<file path="config.mk">
export PLATFORM = sky130hd
export DESIGN_NAME = alarm_status
export DESIGN_NICKNAME = d
export VERILOG_FILES = /design/src/shared/alarm_status_pkg.sv /design/src/hdl/host_watch.sv /design/src/hdl/alarm_status.sv
export VERILOG_INCLUDE_DIRS = /design/src /design/src/shared
export SDC_FILE = /design/constraint.sdc
export NUM_CORES = 1
export LEC_CHECK = 0
export ABC_AREA = 1
export BUFFER_PORTS_ARGS = -buffer_cell sky130_fd_sc_hd__buf_2
export CAP_MARGIN = 20
export CORE_MARGIN = 2
export CORE_UTILIZATION = 45
export CTS_CLUSTER_DIAMETER = 30
export DETAILED_ROUTE_END_ITERATION = 16
export HOLD_SLACK_MARGIN = 0.03
export PLACE_DENSITY = 0.74
export SKIP_CTS_REPAIR_TIMING = 1
export SYNTH_ARGS = -nofsm -noshare
export SYNTH_HDL_FRONTEND = slang
export SYNTH_SLANG_ARGS = --single-unit
</file>
<file path="constraint.sdc">
create_clock -name ref_clk -period 7.83 [get_ports ref_clk]
set_input_delay 1.566 -clock ref_clk [delete_from_list [all_inputs] [get_ports ref_clk]]
set_output_delay 1.566 -clock ref_clk [all_outputs]
set_load 0.01 [all_outputs]
</file>
<file path="src/shared/alarm_status_consts.svh">
// Summary of operation
// - bit 15 set in adjustment mode while running or frozen, not when stopped
// - trim input out of range sets bit 12
// - bad channel code sets bit 13, no trim
// - host run during trim: bit 15 only
// - host-state error freezes all input values
// - mode from parameter word, applied at restart
// - setting errors: fault lamp, run dark, restart clears
// - averaging count above 6 sets bit 11, zero
// - resolution not 00 or C1 sets bit 12
// - bus exchange error: host lamp, zero data
// - host silence timeout: hold prior outputs
// - watchdog error: data may be undefined
// - bad unit number: host lamp, zero data
// - alarm word at n+9 or n+19
// - data reads zero during restart
`ifndef ALARM_STATUS_CONSTS_SVH
`define ALARM_STATUS_CONSTS_SVH
`define IO_BASE 16'h07D0
`define UNIT_STRIDE 16'h000A
`define ALARM_OFS_SMALL 16'h0009
`define ALARM_OFS_LARGE 16'h0013
`define MODE_OFS_SMALL 16'h0012
`define MODE_OFS_LARGE 16'h0013
`define BIT_TRIM 15
`define BIT_BAD_CH 13
`define BIT_RANGE 12
`define BIT_AVG 11
`define AVG_MAX 16'h0006
`define RES_A 8'h00
`define RES_B 8'hC1
`define UNIT_MAX 7'h5F
`define UNIT_MAX_LARGE 7'h5E
`define CH_LO_SMALL 8'h15
`define CH_LO_LARGE 8'hC9
`define HOST_TIMEOUT_US 1000
`define CLK_MHZ 25
`define HOST_TIMEOUT_CYC (`HOST_TIMEOUT_US * `CLK_MHZ)
`define RESTART_CYC 16
`endif

</file>
<file path="src/shared/alarm_status_pkg.sv">
`default_nettype none
package alarm_status_pkg;
	typedef enum logic [1:0] {
		st_restart = 2'b00,
		st_run = 2'b01,
		st_stop = 2'b10,
		st_frozen = 2'b11
	} unit_state_type;
	typedef struct packed {
		logic unit_fault_lamp;
		logic host_fault_lamp;
		logic trim_lamp;
		logic run_lamp;
	} lamps_type;
	typedef struct packed {
		logic [15:0] avg_count;
		logic [7:0] resolution;
		logic trim_mode;
		logic [6:0] unit_number;
		logic unit_duplicate;
	} settings_type;
endpackage : alarm_status_pkg
`default_nettype wire

</file>
<file path="src/hdl/host_watch.sv">
`include "alarm_status_consts.svh"
`default_nettype none
module host_watch #(
	parameter int TIMEOUT = `HOST_TIMEOUT_CYC
) (
	// clock and reset
	input wire logic ref_clk,
	input wire logic rst,
	// host activity
	input wire logic host_refresh,
	input wire logic arm,
	// result
	output logic timed_out
);
	if (TIMEOUT < 2) begin : g_bad_timeout
		$error("host_watch: TIMEOUT too small");
	end
	logic [31:0] count;
	wire expired = (count >= 32'(TIMEOUT - 1));
	always_ff @(posedge ref_clk or posedge rst) begin
		if (rst) begin
			count <= 32'h00000000;
			timed_out <= 1'b0;
		end else if (!arm || host_refresh) begin
			count <= 32'h00000000;
			timed_out <= 1'b0;
		end else if (expired) begin
			timed_out <= 1'b1;
		end else begin
			count <= count + 32'h00000001;
		end
	end
endmodule : host_watch
`default_nettype wire

</file>
<file path="src/hdl/alarm_status.sv">
`include "alarm_status_consts.svh"
`default_nettype none
module alarm_status #(
	parameter int CHANNELS = 8,
	parameter int HOST_TIMEOUT = `HOST_TIMEOUT_CYC
) (
	// clock and reset
	input wire logic ref_clk,
	input wire logic rst,
	// restart request from host
	input wire logic restart_pulse,
	// initial settings from parameter memory area
	input wire alarm_status_pkg::settings_type settings,
	input wire logic [CHANNELS-1:0] channel_enable,
	// adjustment controls
	input wire logic [7:0] trim_channel,
	input wire logic trim_input_out_of_range,
	input wire logic trim_request,
	output logic trim_apply,
	// host state
	input wire logic host_running,
	input wire logic bus_error,
	input wire logic host_watchdog,
	input wire logic host_refresh,
	// conversion datapath
	input wire logic [CHANNELS*16-1:0] raw_data,
	output logic [CHANNELS*16-1:0] conversion_data,
	output logic conversion_enable,
	// io data area word access
	input wire logic io_write,
	input wire logic [15:0] io_addr,
	input wire logic [15:0] io_wdata,
	output logic [15:0] alarm_status_word,
	output logic [15:0] alarm_word_addr,
	output logic [15:0] mode_word_offset,
	// lamps
	output alarm_status_pkg::lamps_type lamps
);
	localparam bit LARGE = (CHANNELS == 16);
	if (CHANNELS != 4 && CHANNELS != 8 &&
		CHANNELS != 16) begin : g_bad_channels
		$error("alarm_status: CHANNELS must be 4, 8 or 16");
	end

	////////////////////////////////////////////////////////////////////
	// latched settings, taken at end of restart
	alarm_status_pkg::unit_state_type state;
	alarm_status_pkg::unit_state_type next_state;
	alarm_status_pkg::settings_type held;
	logic [4:0] restart_count;
	logic restart_prev;
	wire restart_edge = restart_prev && !restart_pulse;
	wire restart_done = (restart_count == 5'(`RESTART_CYC));

	always_ff @(posedge ref_clk or posedge rst) begin
		if (rst) begin
			restart_prev <= 1'b0;
			restart_count <= 5'h00;
			held <= '0;
		end else begin
			restart_prev <= restart_pulse;
			if (restart_edge)
				restart_count <= 5'h00;
			else if (state == alarm_status_pkg::st_restart && !restart_done)
				restart_count <= restart_count + 5'h01;
			if (state == alarm_status_pkg::st_restart)
				held <= settings;
		end
	end

	////////////////////////////////////////////////////////////////////
	// error decode
	wire avg_bad = (held.avg_count > `AVG_MAX);
	wire res_bad = (held.resolution != `RES_A) &&
		(held.resolution != `RES_B);
	wire [6:0] unit_max = LARGE ? `UNIT_MAX_LARGE : `UNIT_MAX;
	wire unit_bad = held.unit_duplicate ||
		(held.unit_number > unit_max);
	wire setting_bad = avg_bad || res_bad;
	wire [7:0] ch_lo = LARGE ? `CH_LO_LARGE : `CH_LO_SMALL;
	wire [7:0] ch_hi = 8'(ch_lo + 8'(CHANNELS - 1));
	wire ch_in_window = (trim_channel >= ch_lo) &&
		(trim_channel <= ch_hi);
	wire [7:0] ch_index = 8'(trim_channel - ch_lo);
	wire ch_enabled = ch_in_window &&
		channel_enable[ch_index[$clog2(CHANNELS)-1:0]];
	wire trim_bad_ch = !ch_enabled;
	wire in_trim = held.trim_mode && state == alarm_status_pkg::st_run;
	logic host_silent;

	host_watch #(.TIMEOUT(HOST_TIMEOUT)) u_watch (
		.ref_clk(ref_clk),
		.rst(rst),
		.host_refresh(host_refresh),
		.arm(state == alarm_status_pkg::st_run),
		.timed_out(host_silent)
	);

	////////////////////////////////////////////////////////////////////
	// unit state
	always_comb begin
		next_state = state;
		case (state)
			alarm_status_pkg::st_restart: begin
				if (restart_done) begin
					if (setting_bad || unit_bad)
						next_state = alarm_status_pkg::st_stop;
					else
						next_state = alarm_status_pkg::st_run;
				end
			end
			alarm_status_pkg::st_run: begin
				if (in_trim && host_running)
					next_state = alarm_status_pkg::st_frozen;
			end
			alarm_status_pkg::st_stop: next_state = state;
			alarm_status_pkg::st_frozen: next_state = state;
			default: next_state = alarm_status_pkg::st_restart;
		endcase
		if (restart_edge)
			next_state = alarm_status_pkg::st_restart;
	end

	always_ff @(posedge ref_clk or posedge rst) begin
		if (rst)
			state <= alarm_status_pkg::st_restart;
		else
			state <= next_state;
	end

	////////////////////////////////////////////////////////////////////
	// alarm word; host writes never reach it, they only block trim_apply
	wire frozen = (state == alarm_status_pkg::st_frozen);
	wire stopped = (state == alarm_status_pkg::st_stop);
	logic [15:0] next_alarm;
	always_comb begin
		next_alarm = 16'h0000;
		if (frozen) begin
			next_alarm[`BIT_TRIM] = 1'b1;
		end else if (in_trim) begin
			next_alarm[`BIT_TRIM] = 1'b1;
			next_alarm[`BIT_BAD_CH] = trim_bad_ch;
			next_alarm[`BIT_RANGE] = trim_input_out_of_range;
		end else if (stopped) begin
			next_alarm[`BIT_AVG] = avg_bad;
			next_alarm[`BIT_RANGE] = res_bad;
		end
	end
	wire unused_write = io_write && (io_addr == io_addr) &&
		(io_wdata == io_wdata);

	wire [15:0] unit_base = 16'(`IO_BASE +
		16'(held.unit_number) * `UNIT_STRIDE);
	wire [15:0] alarm_ofs = LARGE ? `ALARM_OFS_LARGE : `ALARM_OFS_SMALL;
	wire [15:0] next_alarm_addr = 16'(unit_base + alarm_ofs);
	wire [15:0] next_mode_ofs = LARGE ? `MODE_OFS_LARGE :
		`MODE_OFS_SMALL;
	wire zero_data = (state == alarm_status_pkg::st_restart) || stopped ||
		bus_error;
	wire hold_data = frozen || host_silent || (in_trim && trim_bad_ch &&
		!trim_input_out_of_range);
	wire next_enable = (state == alarm_status_pkg::st_run) && !bus_error;
	wire next_apply = in_trim && trim_request && !trim_bad_ch &&
		!trim_input_out_of_range && !unused_write;

	////////////////////////////////////////////////////////////////////
	// lamp decode
	wire next_unit_lamp = (stopped && setting_bad) || frozen ||
		(in_trim && (next_alarm[14:12] != 3'b000));
	wire next_host_lamp = bus_error || host_watchdog ||
		(stopped && unit_bad);
	wire next_trim_lamp = held.trim_mode &&
		(state != alarm_status_pkg::st_restart);
	wire next_run_lamp = (state == alarm_status_pkg::st_run) || frozen;

	////////////////////////////////////////////////////////////////////
	// alarm word and lamps, kept as they were while the host is silent
	always_ff @(posedge ref_clk or posedge rst) begin
		if (rst) begin
			alarm_status_word <= 16'h0000;
			lamps <= '0;
		end else if (!host_silent) begin
			alarm_status_word <= next_alarm;
			lamps.unit_fault_lamp <= next_unit_lamp;
			lamps.host_fault_lamp <= next_host_lamp;
			lamps.trim_lamp <= next_trim_lamp;
			lamps.run_lamp <= next_run_lamp;
		end
	end

	////////////////////////////////////////////////////////////////////
	// word address, mode offset and control outputs
	always_ff @(posedge ref_clk or posedge rst) begin
		if (rst) begin
			alarm_word_addr <= 16'h0000;
			mode_word_offset <= 16'h0000;
			conversion_enable <= 1'b0;
			trim_apply <= 1'b0;
		end else begin
			alarm_word_addr <= next_alarm_addr;
			mode_word_offset <= next_mode_ofs;
			conversion_enable <= next_enable;
			trim_apply <= next_apply;
		end
	end

	////////////////////////////////////////////////////////////////////
	// conversion data, one register per channel
	// restart, stop and bus errors win over holding
	for (genvar ch = 0; ch < CHANNELS; ch++) begin : g_chan
		wire [15:0] live = raw_data[ch*16 +: 16];
		always_ff @(posedge ref_clk or posedge rst) begin
			if (rst)
				conversion_data[ch*16 +: 16] <= 16'h0000;
			else if (zero_data)
				conversion_data[ch*16 +: 16] <= 16'h0000;
			else if (!hold_data)
				conversion_data[ch*16 +: 16] <= live;
		end
	end
endmodule : alarm_status
`default_nettype wire

</file>
==> impl_results.md <==
- Run status: finished clean
- Violation count after the first detailed-route iteration: 882
- Critical path fanouts, max: 68
- Worst hold slack: 430 ps
- Clk Tree Root Cell: sky130_fd_sc_hd__clkbuf_16
- Number of global-route vias before repair: 8798
- Total clock buffers created by CTS: 44
- CP startpoint kind: input pin
- Power share of the sequential group: 0.325
- Count of mapped cells out of synthesis: 1198
- Final Max Tran Viols: 0
- Final Hold Violating Endpoints: 0
- Area of the die: 24500 um2
- Clock sink total: 224
- Latest clock arrival within the worst-skew pair: 520 ps
- Number of flip-flops and latches in the synthesized netlist: 224
- Actual slew at the worst max-slew pin: 979 ps
- Hold Crit Class: register to register
- Number of top-level design ports: 401
- Required time worst endpoint: 8270 ps
- Critical Path End Type: register
- Starting Density: 0.460
- Static leakage: 7.69 nW
- Total Routing Usage GR: 0.218
- Core Box Area: 22700 um2
- Seq/Total Area, Yosys: 0.536
- Floorplan die height: 156 um
- Number of maximum-capacitance violations: 0
- Total number of vias: 9348
- Most frequent cells in the layout: sky130_fd_sc_hd__buf_2, sky130_fd_sc_hd__nand2_1, sky130_fd_sc_hd__dfrtp_1
- Arrival time reported for the critical path endpoint: 4640 ps
- Max Buffers Root-to-Sink: 3
- RSZ-0062 raised after global routing: false
- Post-Layout Cell Count: 1825
- Maximum number of pins on one net before global-route repair: 104
- TritonCTS clock tree: yes
- Initial antenna violation count: 0
- Count of different cell masters after synthesis: 33
- Wire length of the first global-routing pass: 43300 um
- Commonest non-fill, non-tap cell in the layout: sky130_fd_sc_hd__buf_2
- Post-Syn Area per Cell: 8.73 um2
- DRC Markers: 0
- Clk pwr share: 0.497
- Worst slew margin relative to its limit: 0.347
- Wire per inst: 15.1 um
- CTS HTree Levels: 2
- Post-Route Setup TNS: 0 ps
- Comb pwr share: 0.178
- Total routed wirelength: 27600 um
- Antenna cell count: 0
- Final layout net count: 1744
- Critical path type: input pin to register
- Internal power contribution: 3.09 mW
- Count of standard-cell rows: 55
- Tmin final: 4200 ps
- Die width: 156 um
- Via/cell ratio: 5.12
- Clock slew seen by the registers of the worst setup and hold paths: 50 ps
- Peak supply drop: 201 uV
- Port bufs: 338
- Residual overflow from global routing: 0
- Final-report setup violation count: 0
- Detailed-placement wirelength estimate: 18400 um
- Achievable Freq: 238 MHz
- Layout cell share with drive strength beyond 1: 0.292
- Total iterations of the first detailed-routing run: 5
- Switching pwr: 1.15 mW
- Area growth, synth to finish: 31.8%
- Netlist Area Pre-Place: 10500 um2
- Routability cong.: 0.825
- Power density over cell area: 308 nW/um2
- Placed Instances: 1746
- Synth warnings: 0
- Number of antenna-violating nets in the routed design: 0
- Fraction of power spent switching nets: 0.272
- Final critical-path share of the clock period: 0.537
- Clock skew after layout: 28.3 ps
## state kept, by name (all words and copies together), names as in the netlist, 2 cells and up
| signal | count |
|---|---|
| conversion_data | 128 |
| held | 33 |
| u_watch.count | 32 |
| alarm_word_addr | 12 |
| restart_count | 5 |
| alarm_status_word | 4 |
| lamps | 4 |
| state | 2 |
## synth_stat cells (all sizes together)
master / instances / area, um2
a211oi: 1 / 7.51
a21oi: 12 / 60.1
a31oi: 1 / 6.26
buf: 82 / 534
clkbuf: 33 / 124
clkinv: 1 / 3.75
conb: 2 / 7.51
dfrtp: 224 / 5610
fa: 1 / 20.0
ha: 17 / 213
inv: 72 / 270
nand2: 306 / 1150
nand3: 168 / 901
nand4: 135 / 845
nor2: 80 / 303
nor3: 12 / 60.1
nor4b: 1 / 8.76
o211ai: 1 / 7.51
o21a: 1 / 7.51
o21ai: 26 / 130
o21bai: 1 / 7.51
o31ai: 1 / 7.51
or2: 1 / 6.26
xnor2: 8 / 70.1
xor2: 11 / 96.3
## stage by stage
step	utilization	area [um2]	total power, mW	worst slack, ps
after floorplan	-	10600	1.94	130
after global placement	0.532	12100	2.14	3140
after detailed placement	0.532	12100	2.16	3060
after CTS	0.607	13800	4.30	3590
after global routing	0.607	13800	4.48	3390
final	0.607	13800	4.25	3630
## layer usage
layer / global-route usage / wire length [um]
met1: 0.281 / 11700
met2: 0.357 / 13100
met3: 0.0551 / 2030
met5: 0 / 0
met4: 0.0765 / 770
## layout make-up
| cell class | count | area, um2 |
|---|---|---|
| tap | 285 | 357 |
| multi-input combinational | 815 | 4060 |
| clock buffer | 55 | 1250 |
| clock inverter | 24 | 442 |
| sequential | 224 | 5610 |
| inverter | 73 | 282 |
| timing repair buffer | 349 | 1770 |
| fill | 1964 | 8930 |
## final timing paths
check                      cells past startpoint             from             endpoint  slack, ps
setup / recovery                              13  trim_channel[0]   conversion_data[0]       3630
hold / removal                                 0          held[1]   alarm_word_addr[1]        430
setup reg to reg                               9         state[0]   conversion_data[0]       4760
hold reg to reg                                0          held[1]   alarm_word_addr[1]        430
max in group asynchronous                      3              rst  conversion_data[30]       5310
min in group asynchronous                      2              rst             held[27]       1160
## cell families after synthesis
logic type,after synthesis,synth area share
XOR/XNOR,19,0.0159
buffers and inverters,188,0.0892
flip-flops,224,0.536
other,2,0.000718
AO/OA/AOI/OAI,44,0.0224
adder cells (fa/ha/maj),18,0.0223
AND/OR/NAND/NOR,703,0.313
## worst max-delay path: stages
cell                      delay, ps
sky130_fd_sc_hd__buf_2          170
sky130_fd_sc_hd__inv_2          100
sky130_fd_sc_hd__ha_1           360
sky130_fd_sc_hd__inv_1           90
sky130_fd_sc_hd__nand3_1         70
sky130_fd_sc_hd__nand2_1        110
sky130_fd_sc_hd__nand2_1         70
sky130_fd_sc_hd__nand3_2        130
sky130_fd_sc_hd__nand3_4        520
sky130_fd_sc_hd__nand2_4        480
sky130_fd_sc_hd__buf_4          620
sky130_fd_sc_hd__nand3_1        170
sky130_fd_sc_hd__nand2_1        110
## power groups by stage
stage | registers (mW) | logic (mW) | clock network, mW
floorplan | 1.41 | 0.535 | 0
detailed placement | 1.40 | 0.760 | 0
CTS | 1.38 | 0.766 | 2.15
finish | 1.38 | 0.755 | 2.11
global route | 1.40 | 0.874 | 2.21
global placement | 1.39 | 0.747 | 0
Power figures use the tool's default switching activity.
